--- config.mk ---
export PLATFORM = sky130hd
export DESIGN_NAME = rcpm_top
export DESIGN_NICKNAME = d
export VERILOG_FILES = /design/src/rcpm_pkg.sv /design/src/rcpm_fast_int.sv /design/src/rcpm_sync.sv /design/src/rcpm_top.sv
export SDC_FILE = /design/constraint.sdc
export NUM_CORES = 1
export LEC_CHECK = 0
export BUFFER_PORTS_ARGS = -buffer_cell sky130_fd_sc_hd__buf_4
export CORE_ASPECT_RATIO = 0.7
export CORE_MARGIN = 2
export CORE_UTILIZATION = 40
export DETAILED_ROUTE_END_ITERATION = 8
export SLEW_MARGIN = 20
export SYNTH_ARGS = -nofsm -noshare
export SYNTH_HDL_FRONTEND = slang
export SYNTH_SLANG_ARGS = --single-unit
--- constraint.sdc ---
create_clock -name sys_clk -period 2.8 [get_ports sys_clk]
set_input_delay 0.14 -clock sys_clk [delete_from_list [all_inputs] [get_ports sys_clk]]
set_output_delay 0.14 -clock sys_clk [all_outputs]
set_load 0.1 [all_outputs]
--- src/rcpm_pkg.sv ---
// Purpose: shared constants and types for reset config latch and power modes
// Assumes: port 0 is 16 pins, high byte bits 15..8, low byte 7..0
// Notes:   all field positions and sampling masks live here
package rcpm_pkg;

    // Reset type codes from the reset sequencer
    typedef enum logic [2:0] {
        RCPM_RST_NONE,
        RCPM_RST_SOFT,
        RCPM_RST_WDOG,
        RCPM_RST_SHORT,
        RCPM_RST_LONG,
        RCPM_RST_POWER
    } rcpm_rst_t;

    // Pin sampling masks per reset type
    localparam logic [15:0] RCPM_MASK_SWWD  = 16'h1fc0;
    localparam logic [15:0] RCPM_MASK_SHORT = 16'h1fff;
    localparam logic [15:0] RCPM_MASK_FULL  = 16'hffff;
    // Low-byte bits that soft resets clear instead of sampling
    localparam logic [15:0] RCPM_CLR_SWWD   = 16'h003c;

    // Port-0 field positions
    localparam int RCPM_CLK_LSB   = 13;
    localparam int RCPM_SEG_LSB   = 11;
    localparam int RCPM_CS_LSB    = 9;
    localparam int RCPM_WRC_POS   = 8;
    localparam int RCPM_BUS_WIDTH_BITS_LSB  = 6;
    localparam int RCPM_BSL_POS   = 4;
    localparam int RCPM_ADP_POS   = 1;
    localparam int RCPM_EMU_POS   = 0;

    // Bus config zero bit positions
    localparam int RCPM_BC_ACT_POS = 10;
    localparam int RCPM_BC_ALE_POS = 9;
    localparam int RCPM_BC_TYP_LSB = 6;

    // System config bit positions
    localparam int RCPM_SC_PWD_POS  = 5;
    localparam int RCPM_SC_BYTD_POS = 9;
    localparam int RCPM_SC_WRC_POS  = 7;

    // Reset value of the latched port image
    localparam logic [15:0] RCPM_P0_RESET = 16'h0000;

    // Power mode states
    typedef enum logic [2:0] {
        RCPM_RUN,
        RCPM_DRAIN,
        RCPM_IDLE,
        RCPM_PD_PROT,
        RCPM_PD_INTR
    } rcpm_mode_t;

    // Idle and power-down request codes
    localparam logic [1:0] RCPM_REQ_IDLE = 2'h1;
    localparam logic [1:0] RCPM_REQ_PWDN = 2'h2;

endpackage

--- src/rcpm_fast_int.sv ---
// Purpose: per-pin fast interrupt level checks for power-down entry and exit
// Assumes: pins already synchronised; edge select two bits per pin
// Notes:   one generate loop, registered outputs
`timescale 1ns/1ps
module rcpm_fast_int #(
    parameter int PINS = 8
) (
    input  wire logic              sys_clk,
    input  wire logic              reset,
    input  wire logic [PINS-1:0]   pinLevel,
    input  wire logic [2*PINS-1:0] edgeSel,
    input  wire logic              snapshot,
    output logic                   allInactive,
    output logic                   anyWake
);
    typedef struct packed {
        logic [PINS-1:0] entryLevel;
        logic            allInactive;
        logic            anyWake;
    } rcpm_fi_t;

    rcpm_fi_t        state_q;
    rcpm_fi_t        state_d;
    logic [PINS-1:0] inactive;
    logic [PINS-1:0] wake;

    // Per pin: 01 high active, 10 low active, 11 any change, 00 ignored
    for (genvar i = 0; i < PINS; i++) begin : g_pin
        always_comb begin
            unique case (edgeSel[2*i+:2])
                2'h1: begin
                    inactive[i] = !pinLevel[i];
                    wake[i]     = pinLevel[i];
                end
                2'h2: begin
                    inactive[i] = pinLevel[i];
                    wake[i]     = !pinLevel[i];
                end
                2'h3: begin
                    inactive[i] = 1'b1;
                    wake[i]     = pinLevel[i] != state_q.entryLevel[i];
                end
                default: begin
                    inactive[i] = 1'b1;
                    wake[i]     = 1'b0;
                end
            endcase
        end
    end

    // Snapshot levels at entry so any-edge pins can see a change
    always_comb begin
        state_d             = state_q;
        state_d.entryLevel  = snapshot ? pinLevel : state_q.entryLevel;
        state_d.allInactive = &inactive;
        state_d.anyWake     = |wake;
    end

    always_ff @(posedge sys_clk or posedge reset) begin
        if (reset) begin
            state_q <= '0;
        end else begin
            state_q <= state_d;
        end
    end

    assign allInactive = state_q.allInactive;
    assign anyWake     = state_q.anyWake;
endmodule

--- src/rcpm_sync.sv ---
// Purpose: two flip-flop synchroniser for a vector of pin levels
// Assumes: inputs are asynchronous levels
// Notes:   first stage is read only by the second stage
`timescale 1ns/1ps
module rcpm_sync #(
    parameter int WIDTH = 1
) (
    input  wire logic             sys_clk,
    input  wire logic             reset,
    input  wire logic [WIDTH-1:0] din,
    output logic      [WIDTH-1:0] dout
);
    typedef struct packed {
        logic [WIDTH-1:0] meta;
        logic [WIDTH-1:0] stable;
    } rcpm_sync_t;

    rcpm_sync_t state_q;
    rcpm_sync_t state_d;

    // Shift one stage per edge
    always_comb begin
        state_d.meta   = din;
        state_d.stable = state_q.meta;
    end

    always_ff @(posedge sys_clk or posedge reset) begin
        if (reset) begin
            state_q <= '0;
        end else begin
            state_q <= state_d;
        end
    end

    assign dout = state_q.stable;
endmodule

--- src/rcpm_top.sv ---
// Purpose: start-up configuration latch and idle / power-down control
// Assumes: reset sequencer gives type code and end strobe; pins asynchronous
// Notes:   sys_clk keeps running; clkStop tells the clock gate to stop
//
// What this block does
// Soft and watchdog resets sample P0 bits 12..6, short hardware adds the low byte, long and power-on take all pins.
// Latched high-byte fields land in the low byte of the port-0 config register, high byte zero.
// Clock config goes to the clock generator, segment select to port 4, chip-select count to port 6.
// Bus active and latch strobe bits of bus config zero set only if external access is high; bus type from P0 bits 7..6.
// Pending external bus actions finish before idle or power-down is entered.
// Low-power entry is refused when ready is enabled but was not active on the last bus access.
// Both modes start only from the protected instruction; idle stops the CPU while peripherals run.
// Any interrupt request ends idle and execution resumes.
// Event transfers run in idle; a failed one ends idle.
// Power-down stops the internal clock and holds everything including the watchdog.
// Protected power-down is chosen when the power-down config bit is clear.
// Protected power-down is entered only if the NMI pin is low, else execution goes on.
// Protected power-down ends only by an external reset at the reset input pin.
// Software should check RAM test patterns across power-down.
// With the config bit set, interruptible power-down needs all enabled fast pins inactive.
// Interruptible power-down ends on external reset or an enabled fast pin request.
// The reset-type code selects the sampling mask applied at sequence end.
`timescale 1ns/1ps
module rcpm_top
    import rcpm_pkg::*;
#(
    parameter int FAST_PINS = 8
) (
    input  wire logic                   sys_clk,
    input  wire logic                   reset,
    // Reset sequencer
    input  wire rcpm_rst_t              resetKind,
    input  wire logic                   resetSeqEnd,
    // Pins
    input  wire logic [15:0]            port0Pins,
    input  wire logic                   externalAccessPin,
    input  wire logic                   nmiPinN,
    input  wire logic                   resetInputPinN,
    input  wire logic [FAST_PINS-1:0]   fastExtIntPin,
    // CPU and bus status
    input  wire logic [1:0]             lowPowerReq,
    input  wire logic                   busPending,
    input  wire logic                   readyEnabled,
    input  wire logic                   readySeenActive,
    input  wire logic                   intRequest,
    input  wire logic                   eventXferFail,
    input  wire logic                   powerdownConfigBit,
    input  wire logic [2*FAST_PINS-1:0] fastEdgeSel,
    // Configuration outputs
    output logic [15:0]                 port0ConfigRegister,
    output logic [2:0]                  clockConfigField,
    output logic [1:0]                  segmentAddrSelect,
    output logic [1:0]                  chipSelectCount,
    output logic                        writeConfigBit,
    output logic                        busActiveZero,
    output logic                        latchStrobeCtlZero,
    output logic [1:0]                  busWidthBits,
    output logic                        byteHighDisable,
    output logic                        writeSignalConfig,
    output logic                        bootloaderSelect,
    output logic                        adaptModeBit,
    output logic                        emulationMode,
    // Mode outputs
    output logic                        cpuStall,
    output logic                        clkStop,
    output logic                        idleActive,
    output logic                        powerdownActive,
    output logic                        lowPowerRefused
);
    typedef struct packed {
        logic [15:0] p0;
        logic        eaLatched;
        rcpm_mode_t  mode;
        logic        pdTarget;
        logic        refused;
        logic        cpuStall;
        logic        clkStop;
        logic        idle;
        logic        pwdn;
        logic        byteDis;
    } rcpm_top_t;

    rcpm_top_t        state_q;
    rcpm_top_t        state_d;
    logic [15:0]      p0Sync;
    logic             eaSync;
    logic             nmiSyncN;
    logic             rstPinSyncN;
    logic [FAST_PINS-1:0] fastSync;
    logic             fastAllInactive;
    logic             fastWake;
    logic [15:0]      sampleMask;
    logic [15:0]      clearMask;
    logic             snapshot;
    logic [15:0]      latchImage;
    logic             wantIdle;
    logic             wantPwdn;
    logic             readyBlock;
    logic             nmiAllows;
    logic             pdAllowed;
    logic             wakeIdle;
    logic             wakeProt;
    logic             wakeIntr;

    // Every pin crosses two flops before use
    rcpm_sync #(.WIDTH(19 + FAST_PINS)) u_sync (
        .sys_clk (sys_clk),
        .reset   (reset),
        .din     ({port0Pins, externalAccessPin, nmiPinN, resetInputPinN,
                   fastExtIntPin}),
        .dout    ({p0Sync, eaSync, nmiSyncN, rstPinSyncN, fastSync})
    );

    // Fast external interrupt pins: entry levels and wake requests
    // Adds one register stage after the synchroniser, so entry
    // decisions see a pin about three edges after it moves
    rcpm_fast_int #(
        .PINS (FAST_PINS)
    ) u_fast (
        .sys_clk     (sys_clk),
        .reset       (reset),
        .pinLevel    (fastSync),
        .edgeSel     (fastEdgeSel),
        .snapshot    (snapshot),
        .allInactive (fastAllInactive),
        .anyWake     (fastWake)
    );

    // Sampling and clearing masks per reset kind
    // An unknown or idle code samples no port-0 pin, so a stray end
    // strobe keeps the port image but still relatches external access
    always_comb begin
        sampleMask = 16'h0000;
        clearMask  = 16'h0000;
        unique case (resetKind)
            RCPM_RST_SOFT,
            RCPM_RST_WDOG: begin
                sampleMask = RCPM_MASK_SWWD;
                clearMask  = RCPM_CLR_SWWD;
            end
            RCPM_RST_SHORT: begin
                sampleMask = RCPM_MASK_SHORT;
            end
            RCPM_RST_LONG,
            RCPM_RST_POWER: begin
                sampleMask = RCPM_MASK_FULL;
            end
            default: begin
                sampleMask = 16'h0000;
                clearMask  = 16'h0000;
            end
        endcase
    end

    // Latch image: keep unsampled bits, clear the soft range,
    // take the sampled pins. Soft kinds leave the clock options
    // alone, so a watchdog reset cannot retune the clock
    assign latchImage = (state_q.p0 & ~sampleMask & ~clearMask)
                      | (p0Sync & sampleMask);

    // Request decode; reserved codes are ignored
    assign wantIdle = (lowPowerReq == RCPM_REQ_IDLE);
    assign wantPwdn = (lowPowerReq == RCPM_REQ_PWDN);

    // Ready left inactive on the last access blocks both modes
    assign readyBlock = readyEnabled && !readySeenActive;

    // Protected variant only from within the NMI routine
    assign nmiAllows = !nmiSyncN;

    // Entry condition of the selected power-down variant
    assign pdAllowed = powerdownConfigBit ? fastAllInactive
                                          : nmiAllows;

    // Exit conditions per mode
    assign wakeIdle = intRequest || eventXferFail;
    assign wakeProt = !rstPinSyncN;
    assign wakeIntr = !rstPinSyncN || fastWake;

    // Entry levels follow the pins while draining, so any-change
    // pins compare against the level seen just before entry
    assign snapshot = (state_q.mode == RCPM_DRAIN);

    // Next state: config latch and low-power mode machine
    always_comb begin
        state_d         = state_q;
        state_d.refused = 1'b0;
        // Config latch at the end of a reset sequence
        if (resetSeqEnd) begin
            state_d.p0        = latchImage;
            state_d.eaLatched = eaSync;
            state_d.byteDis   = !latchImage[RCPM_WRC_POS];
        end
        unique case (state_q.mode)
            RCPM_RUN: begin
                // Only the protected instructions start a mode
                if (wantIdle || wantPwdn) begin
                    state_d.mode     = RCPM_DRAIN;
                    state_d.pdTarget = wantPwdn;
                end
            end
            RCPM_DRAIN: begin
                // Wait for the external bus to go quiet first
                if (busPending) begin
                    state_d.mode = RCPM_DRAIN;
                end else if (readyBlock) begin
                    state_d.mode    = RCPM_RUN;
                    state_d.refused = 1'b1;
                end else if (!state_q.pdTarget) begin
                    state_d.mode = RCPM_IDLE;
                end else if (!pdAllowed) begin
                    // Refused entry: execution simply goes on
                    state_d.mode    = RCPM_RUN;
                    state_d.refused = 1'b1;
                end else if (powerdownConfigBit) begin
                    state_d.mode = RCPM_PD_INTR;
                end else begin
                    state_d.mode = RCPM_PD_PROT;
                end
            end
            RCPM_IDLE: begin
                // Event transfers keep idle; failures end it
                if (wakeIdle) begin
                    state_d.mode = RCPM_RUN;
                end
            end
            RCPM_PD_PROT: begin
                // Interrupts are ignored here, only the pin counts
                if (wakeProt) begin
                    state_d.mode = RCPM_RUN;
                end
            end
            RCPM_PD_INTR: begin
                if (wakeIntr) begin
                    state_d.mode = RCPM_RUN;
                end
            end
            default: begin
                state_d.mode = RCPM_RUN;
            end
        endcase
        // CPU halts outside run; the clock only stops in power-down
        state_d.cpuStall = (state_d.mode != RCPM_RUN);
        state_d.idle     = (state_d.mode == RCPM_IDLE);
        state_d.pwdn     = (state_d.mode == RCPM_PD_PROT) ||
                           (state_d.mode == RCPM_PD_INTR);
        state_d.clkStop  = state_d.pwdn;
    end

    // State register; reset gives an empty image and run mode
    always_ff @(posedge sys_clk or posedge reset) begin
        if (reset) begin
            state_q <= '{p0: RCPM_P0_RESET, mode: RCPM_RUN, default: '0};
        end else begin
            state_q <= state_d;
        end
    end

    // Config register: high-byte fields in the low byte only
    assign port0ConfigRegister = {8'h00, state_q.p0[15:8]};
    // Routed fields for clock, port 4 and port 6 logic
    assign clockConfigField    = state_q.p0[RCPM_CLK_LSB+:3];
    assign segmentAddrSelect   = state_q.p0[RCPM_SEG_LSB+:2];
    assign chipSelectCount     = state_q.p0[RCPM_CS_LSB+:2];
    assign writeConfigBit      = state_q.p0[RCPM_WRC_POS];
    // Bus config zero: both control bits follow external access
    assign busActiveZero       = state_q.eaLatched;
    assign latchStrobeCtlZero  = state_q.eaLatched;
    assign busWidthBits        = state_q.p0[RCPM_BUS_WIDTH_BITS_LSB+:2];
    // System config bits derived from the write config strap
    assign byteHighDisable     = state_q.byteDis;
    assign writeSignalConfig   = state_q.p0[RCPM_WRC_POS];
    // Internal straps
    assign bootloaderSelect    = state_q.p0[RCPM_BSL_POS];
    assign adaptModeBit        = state_q.p0[RCPM_ADP_POS];
    assign emulationMode       = state_q.p0[RCPM_EMU_POS];
    // Mode outputs, all registered
    assign cpuStall            = state_q.cpuStall;
    assign clkStop             = state_q.clkStop;
    assign idleActive          = state_q.idle;
    assign powerdownActive     = state_q.pwdn;
    assign lowPowerRefused     = state_q.refused;
endmodule

==> results of run 1 <==
## Yosys cell counts (2+ instances only)
cell type and number:
nand2_1 4, nor2_1 4, o211ai_2 2, nor4b_1 2, mux2i_1 15, o32ai_1 3
o21ai_1 2, a211oi_1 2, nand3b_1 2, nand2b_1 5, nor3_1 4, dfrtp_1 81
o22ai_1 2, nor4_1 2, o21ai_0 2, a21oi_1 4, xnor2_1 5, inv_1 26
mux2_2 23, a22oi_1 4, buf_4 28, ha_1 33
## power breakdown
| part | switching (mW) | internal (mW) |
|---|---|---|
| Clock | 0.446 | 0.683 |
| Combinational | 0.936 | 0.420 |
| Sequential | 0.122 | 1.35 |
## metal layers
layer,wire length [um],track usage [%],vias up
li1,-,-,1079
met1,3040,18.1,1071
met3,304,5.36,10
met4,107,5.59,0
met5,0,0,-
met2,2990,22.7,50
## placed cells by master (no fill, tap or decap), types with 2 or more instances in the layout
cell type / instances
clkinvlp_4: 3
o21ai_0: 2
nand2_1: 4
clkbuf_16: 9
dlygate4sd3_1: 26
conb_1: 8
buf_4: 85
nand2b_1: 5
o32ai_1: 3
o21ai_1: 2
nor3_1: 4
o22ai_1: 2
nor4_1: 2
nor2_1: 4
ha_1: 33
nor4b_1: 2
a211oi_1: 2
mux2i_1: 15
a21oi_1: 4
o211ai_2: 2
a22oi_1: 4
nand3b_1: 2
mux2_2: 23
inv_1: 25
xnor2_1: 5
dfrtp_1: 81
## critical path, cell delays in order, from the launching register on
cell and delay [ns]:
dfrtp_1 0.50, nand2_1 0.37, o32a_1 0.47, o21ai_1 0.15
## logic make-up (layout without fill, tap and decap cells)
family / count (synthesis) / count (layout) / share of synthesized area [%]
xor+xnor: 6 / 6 / 1.46
compound gates: 29 / 29 / 6.12
buf+inv: 55 / 152 / 8.70
other cells: 1 / 8 / 0.104
fa+ha+maj: 33 / 33 / 11.5
flops: 81 / 81 / 56.3
mux: 38 / 38 / 11.4
simple gates: 27 / 27 / 4.42
## how the worst min path moves through the flow
stage,slack (ns),cells after the start,endpoint,start
final,0.10,2,busActiveZero,resetSeqEnd
after global routing,0.09,2,busActiveZero,resetSeqEnd
after CTS,0.05,2,u_sync.state_d[17],reset
after detailed placement,0.25,1,u_sync.state_d[1],fastExtIntPin[1]
after global placement,0.25,1,u_sync.state_d[4],fastExtIntPin[4]
after floorplan,0.17,0,u_sync.state_d[0],fastExtIntPin[0]
## stage by stage
step | cell area (um^2) | util (%) | instances
2_1_floorplan | 3620 | - | 277
5_1_grt | 4750 | 55.3 | 494
4_1_cts | 4730 | 55.2 | 493
3_5_place_dp | 4200 | 48.9 | 453
6_report | 4750 | 55.3 | 494
3_3_place_gp | 4200 | 48.9 | 453
## cell type report
cell class / count / area (um^2)
fill: 737 / 3840
sequential: 81 / 2030
multi-input combinational: 141 / 1280
timing repair buffer: 111 / 898
clock buffer: 10 / 229
tap: 120 / 150
inverter: 26 / 100
clock inverter: 5 / 57.6
==> flow_summary_export.csv, run 1 <==
group,metric,value,unit
floorplan,initial_utilization,41.9,%
clock_tree,tritoncts,"built",
floorplan,die_w,117,um
pwr,p_total,3.95,mW
pwr,power_leakage,2.32,nW
routing,dr.pass1.iters,4,
logic_synthesis,yosysSeqAreaShare,56.3,%
critical_path,endpoint,"powerdownActive",
timing,hold_viol,0,
timing,clock_skew,0.00253,ns
clock_tree,clkTransAtPathRegs,0.06,ns
critical_path,r2r_start,"state_q[7]",
critical_path,end_kind,"flip-flop",
routing,vias_per_cell,4.47,
pwr,p_per_area,833,nW/um^2
floorplan,dieArea,9780,um^2
clock_tree,root_buffer,"clkbuf_16",
critical_path,critPathLaunch,"state_q[7]",
routing,wl,6440,um
global_routing,grt_pass1_wl,10900,um
logic_synthesis,netlist_area,3600,um^2
routing,drt-initial-drc-count,61,
cells_and_area,nets,460,
placed_design,dp_hpwl,4650,um
placed_design,pre_cts_slack,1.24,ns
logic_synthesis,syn_inst,270,
placed_design,gp_congestion,0.762,
critical_path,worstPathRequired,3.05,ns
global_routing,grt_start_max_net_pins,60,
run_status,status,"finished, final reports clean",
timing,setup_viol,0,
clock_tree,hold_buffers,25,
floorplan,io_pins,95,
logic_synthesis,yosys.area.top_type,"dfrtp_1",
logic_synthesis,yosysWarningCount,0,
global_routing,antenna_found_initial,0,
logic_synthesis,synthTopCellsByArea,"dfrtp_1 56%, ha_1 11%, mux2_2 7.2%",
clock_tree,cts_made_buffers,9,
timing,maxSlewViolCount,0,
clock_tree,ctsHtreeMaxLevel,3,
clock_tree,clk_latency,0.33,ns
placed_design,portBuffers,83,
timing,rsz0062_at_grt,"false",
cells_and_area,area_delta_synth_final,31.9,%
logic_synthesis,ys_types,37,
critical_path,crit_path_start_kind,"flip-flop",
logic_synthesis,netlist.area_leader.share,56.3,%
logic_synthesis,ys_ff_latch,81,
critical_path,crit_type,"reg2reg",
global_routing,track_usage,14.4,%
timing,fmax,0.640,GHz
critical_path,reg2reg_depth,3,
pwr,vdd_drop_max,0.343,mV
timing,tns,0,ns
logic_synthesis,async_flop_share,100,%
floorplan,fp.dieH,83.3,um
critical_path,r2r_slack,1.24,ns
critical_path,cp_max_fo,10,
logic_synthesis,synthFlopType,"dfrtp_1",
timing,period_needed,1.56,ns
hold_path,hp-class,"in2reg",
critical_path,arrival,1.82,ns
routing,drc,0,
routing,dr_total_vias,2210,
timing,relSlewSlack,52.6,%
cells_and_area,drive_gt1_share,33.4,%
routing,ant_nets,0,
run,max_cap_viol_count,0,
floorplan,core_area,8580,um^2
clock_tree,post_cts_resized,0,
clock_tree,postCtsSetupBuffers,0,
floorplan,core.rowCount,28,
global_routing,grt_pass1_vias,2271,
timing,tightest_slew,0.712,ns
clock_tree,clk_path_buf_depth,2,
cells_and_area,antenna_cells,0,
clock_tree,clkSinkCount,81,
critical_path,r2r-end,"powerdownActive",
global_routing,grt-ovfl-total,0,
timing,period_share,55.8,%
logic_synthesis,synth_edf_count,0,
timing,holdWs,0.102,ns
routing,routedWlPerCell,13.0,um
logic_synthesis,synth.avg_cell_area,13.3,um^2
timing,finalWorstSetupSlack,1.24,ns
(Power assumes the default switching activity.)
==> run 2: changes to the inputs <==
==> constraint.sdc (replaced) <==
create_clock -name sys_clk -period 1.6 [get_ports sys_clk]
set_input_delay 0.08 -clock sys_clk [delete_from_list [all_inputs] [get_ports sys_clk]]
set_output_delay 0.08 -clock sys_clk [all_outputs]
set_load 0.1 [all_outputs]
==> run 2 against run 1 <==
Final area up 1.0%. Combinational power up 79%. Routed wire length up 0.28%. Largest power group unchanged. Utilization up 0.57 points. Clock skew up 0.0046 ns.
==> flow_summary_export.csv, run 2 (synthesis results as in run 1) <==
group,metric,value,unit
hold_path,hp-class,"in2reg",
cells_and_area,antenna_cells,0,
global_routing,track_usage,14.1,%
global_routing,grt_pass1_wl,10800,um
hold_path,hp-start,"resetSeqEnd",
routing,vias_per_cell,4.49,
floorplan,die_w,117,um
clock_tree,tritoncts,"built",
cells_and_area,finalNonFillerCells,496,
placed_design,place_area,4220,um^2
floorplan,io_pins,95,
global_routing,grt_start_max_net_pins,82,
hold_path,hold_path_depth,2,
timing,clock_skew,0.00709,ns
critical_path,r2r-end,"idleActive",
timing,fmax,0.693,GHz
pwr,swShare,37.6,%
pwr,p_total,7.10,mW
critical_path,worstPathRequired,1.81,ns
placed_design,dp_hpwl,4640,um
placed_design,portBuffers,83,
timing,maxSlewViolCount,0,
pwr,intPower,4.43,mW
clock_tree,root_buffer,"clkbuf_16",
critical_path,r2r_start,"state_q[8]",
routing,wl,6460,um
routing,drt-initial-drc-count,81,
cells_and_area,area_delta_synth_final,33.3,%
routing,ant_nets,0,
global_routing,grt-ovfl-total,0,
routing,dr.pass1.iters,4,
timing,tns,0,ns
cells_and_area,drive_gt1_share,34.0,%
cells_and_area,nets,461,
timing,hold_viol,0,
timing,period_needed,1.44,ns
clock_tree,postCtsSetupBuffers,0,
pwr,pwr-share-comb,34.3,%
pwr,power_switching,2.67,mW
timing,rsz0062_at_grt,"false",
floorplan,dieArea,9780,um^2
placed_design,gp_congestion,0.782,
critical_path,arrival,1.66,ns
floorplan,fp.dieH,83.3,um
clock_tree,clk_path_buf_depth,2,
critical_path,r2r_slack,0.16,ns
clock_tree,ctsHtreeMaxLevel,3,
timing,holdWs,0.0281,ns
critical_path,cp_max_fo,2,
cells_and_area,mostFrequentLayoutCell,"buf_4",
critical_path,end_kind,"flip-flop",
pwr,clkPwrFrac,29.6,%
clock_tree,clkTransAtPathRegs,0.06,ns
global_routing,antenna_found_initial,0,
routing,routedWlPerCell,13.0,um
run_status,status,"finished, final reports clean",
placed_design,dp_cells,454,
cells_and_area,final_core_utilization,55.9,%
routing,drc,0,
cells_and_area,final_cell_mix,"85 x buf_4, 81 x dfrtp_1, 33 x ha_1, 26 x dlygate4sd3_1, 25 x inv_1",
critical_path,crit_path_start_kind,"flip-flop",
pwr,power_leakage,2.35,nW
pwr,power_frac_seq,36.1,%
pwr,p_per_area,1480,nW/um^2
clock_tree,cts_made_buffers,9,
hold_path,hold_path_end,"byteHighDisable",
timing,period_share,90.2,%
floorplan,initial_utilization,41.9,%
clock_tree,clk_latency,0.33,ns
global_routing,grt_pass1_vias,2295,
run,max_cap_viol_count,0,
floorplan,core.rowCount,28,
pwr,vdd_drop_max,0.788,mV
placed_design,pre_cts_slack,0.175,ns
timing,finalWorstSetupSlack,0.157,ns
floorplan,core_area,8580,um^2
critical_path,crit_type,"reg2reg",
routing,dr_total_vias,2226,
critical_path,reg2reg_depth,4,
clock_tree,clkSinkCount,81,
timing,setup_viol,0,
cells_and_area,fin_area,4790,um^2
==> run 2: changes by cell type in the layout (fill, tap and decap cells not counted), sizes merged <==
cell,before,now
clkinv,1,3
buf,85,86
clkbuf,10,11
clkinvlp,3,1
==> run 2: worst max-delay path, cell delays in order (launching register included) <==
cell      delay [ns]
dfrtp_1         0.37
or4b_1          0.54
o211ai_2        0.18
o211a_1         0.19
nor2_1          0.05
==> run 2: layout make-up <==
cell class	instances	area, um^2
sequential	81	2030
fill	728	3790
timing repair buffer	112	918
clock buffer	11	253
multi-input combinational	141	1280
tap	120	150
inverter	26	101
clock inverter	5	61.3
==> run 2: how the worst max path moves through the flow <==
stage	start	end	slack (ns)	cells after the start
3_3_place_gp	state_q[8]	idleActive	0.19	4
5_1_grt	state_q[8]	idleActive	0.08	4
6_report	state_q[8]	idleActive	0.16	4
2_1_floorplan	port0ConfigRegister[0]	byteHighDisable	0.12	2
4_1_cts	state_q[8]	idleActive	0.15	4
3_5_place_dp	state_q[8]	cpuStall	0.17	4
==> run 2: power groups by stage <==
stage / Clock (mW) / Combinational, mW / Sequential, mW
final: 2.10 / 2.44 / 2.56
after global routing: 2.26 / 2.58 / 2.60
after CTS: 2.17 / 2.46 / 2.56
after detailed placement: 0 / 2.41 / 2.60
after global placement: 0 / 2.38 / 2.59
after floorplan: 0 / 1.58 / 2.96
==> run 2: per-layer routing <==
metal	global-route usage (%)	part of all wire, %	vias up	routed length (um)
met4	6.24	1.3	0	82
met3	5.84	5.7	10	370
li1	-	-	1082	-
met1	16.9	45	1074	2880
met2	22.4	48	60	3130
met5	0	0	-	0
==> run 2: what timing repair did <==
action	CTS	global route
hold buffers	26	0
endpoints found under the hold margin	106	0
resized for setup	0	0
==> run 3: changes to the inputs <==
--- a/config.mk
+++ b/config.mk
@@ -7,8 +7,7 @@
 export LEC_CHECK = 0
 export BUFFER_PORTS_ARGS = -buffer_cell sky130_fd_sc_hd__buf_4
 export CORE_ASPECT_RATIO = 0.7
-export CORE_MARGIN = 2
-export CORE_UTILIZATION = 40
+export CORE_UTILIZATION = 41
 export DETAILED_ROUTE_END_ITERATION = 8
 export SLEW_MARGIN = 20
 export SYNTH_ARGS = -nofsm -noshare
==> run 3 against run 2 <==
First-iteration DRC count rose by 16%. Final cell count did not move. Sequential power about the same. Largest power group unchanged.
==> flow_summary_export.csv, run 3 (synthesis results as in run 1) <==
group,metric,value,unit
global_routing,grt_start_max_net_pins,82,
routing,ant_nets,0,
clock_tree,post_cts_resized,0,
timing,period_needed,1.44,ns
cells_and_area,drive_gt1_share,33.5,%
placed_design,portBuffers,83,
pwr,power_leakage,2.34,nW
placed_design,pre_cts_slack,0.177,ns
global_routing,antenna_found_initial,0,
timing,fmax,0.696,GHz
timing,rsz0062_at_grt,"false",
run_status,status,"finished, final reports clean",
cells_and_area,mostFrequentLayoutCell,"buf_4",
hold_path,hp-start,"resetSeqEnd",
critical_path,cp_max_fo,2,
timing,setup_viol,0,
hold_path,hold_path_end,"busActiveZero",
floorplan,initial_utilization,42.4,%
routing,wl,6170,um
floorplan,fp.dieH,80.4,um
cells_and_area,seqCellArea,2030,um^2
cells_and_area,final_cell_mix,"85 x buf_4, 81 x dfrtp_1, 33 x ha_1, 26 x dlygate4sd3_1, 25 x inv_1",
global_routing,track_usage,14.7,%
global_routing,grt-ovfl-total,0,
clock_tree,clk_path_buf_depth,2,
floorplan,core_area,8480,um^2
cells_and_area,nets,461,
timing,tns,0,ns
critical_path,r2r-end,"idleActive",
critical_path,r2r_start,"state_q[8]",
timing,hold_viol,0,
cells_and_area,antenna_cells,0,
global_routing,grt_pass1_wl,10100,um
clock_tree,clk_latency,0.33,ns
routing,dr_total_vias,2183,
cells_and_area,area_delta_synth_final,32.8,%
hold_path,hp-class,"in2reg",
placed_design,dp_hpwl,4280,um
routing,vias_per_cell,4.40,
global_routing,grt_pass1_vias,2089,
clock_tree,hold_buffers,26,
critical_path,worstPathRequired,1.81,ns
critical_path,crit_path_start_kind,"flip-flop",
routing,drt-initial-drc-count,94,
run,max_cap_viol_count,0,
timing,period_share,89.8,%
clock_tree,root_buffer,"clkbuf_16",
critical_path,crit_type,"reg2reg",
floorplan,die_w,114,um
cells_and_area,fillers,742,
timing,finalWorstSetupSlack,0.164,ns
clock_tree,tritoncts,"built",
timing,clock_skew,0.00728,ns
floorplan,core.rowCount,28,
pwr,vdd_drop_max,0.823,mV
timing,maxSlewViolCount,0,
critical_path,critPathLaunch,"state_q[8]",
cells_and_area,multi_input_area,1280,um^2
routing,routedWlPerCell,12.4,um
critical_path,reg2reg_depth,4,
critical_path,r2r_slack,0.16,ns
clock_tree,clkSinkCount,81,
clock_tree,clkTransAtPathRegs,0.06,ns
hold_path,hold_path_depth,2,
floorplan,io_pins,95,
routing,drc,0,
clock_tree,cts_made_buffers,9,
routing,dr.pass1.iters,4,
clock_tree,ctsHtreeMaxLevel,3,
clock_tree,postCtsSetupBuffers,0,
critical_path,end_kind,"flip-flop",
critical_path,arrival,1.65,ns
placed_design,gp_congestion,0.793,
floorplan,dieArea,9160,um^2
pwr,p_per_area,1470,nW/um^2
[run 3: cell count changes in the layout (fill, tap and decap cells not counted)]
| cell | change |
|---|---|
| clkinvlp_4 | +1 |
| clkbuf_8 | -1 |
| clkbuf_1 | +2 |
| clkinv_4 | -2 |
[run 3: metal layers]
metal / global-route usage, % / routed length, um / share of wire, %
met5: 0 / 0 / 0
met4: 5.45 / 65 / 1.1
met3: 5.13 / 269 / 4.4
met2: 22.0 / 2840 / 46
met1: 19.8 / 2990 / 49
[run 3: cell type report]
| cell class | count | share of cell area [%] |
|---|---|---|
| well taps | 120 | 3.14 |
| clock inverters | 4 | 1.07 |
| clock buffers | 12 | 5.16 |
| multi-input cells | 141 | 26.9 |
| inverters | 26 | 2.12 |
| repair buffers | 112 | 19.2 |
| flip-flops and latches | 81 | 42.4 |
[run 3: power by group]
part	internal, mW	leakage (nW)	switching (mW)	total [mW]
Sequential	2.36	0.956	0.205	2.56
Combinational	0.772	1.24	1.67	2.44
Clock	1.25	0.143	0.772	2.03
Total	4.38	2.34	2.64	7.03
[run 3: worst max-delay path: stages (launching register included)]
cell and delay, ns:
dfrtp_1 0.37, or4b_1 0.53, o211ai_2 0.18, o211a_1 0.20
nor2_1 0.05
[run 3: worst max-delay path by stage]
| stage | endpoint | slack, ns | cells past startpoint |
|---|---|---|---|
| floorplan | byteHighDisable | 0.12 | 2 |
| global placement | idleActive | 0.18 | 4 |
| detailed placement | idleActive | 0.18 | 4 |
| CTS | idleActive | 0.16 | 4 |
| global route | cpuStall | 0.06 | 4 |
| finish | idleActive | 0.16 | 4 |
[run 3: metrics by stage]
step,util [%],total power [mW],instances,hold slack (ns),area [um^2]
after global routing,56.4,7.37,496,0.0310,4780
final,56.4,7.03,496,0.0476,4780
after detailed placement,49.8,5.00,454,0.190,4220
after global placement,49.8,4.96,454,0.189,4220
after floorplan,-,4.55,277,0.111,3630
after CTS,56.4,7.11,496,0.0328,4780
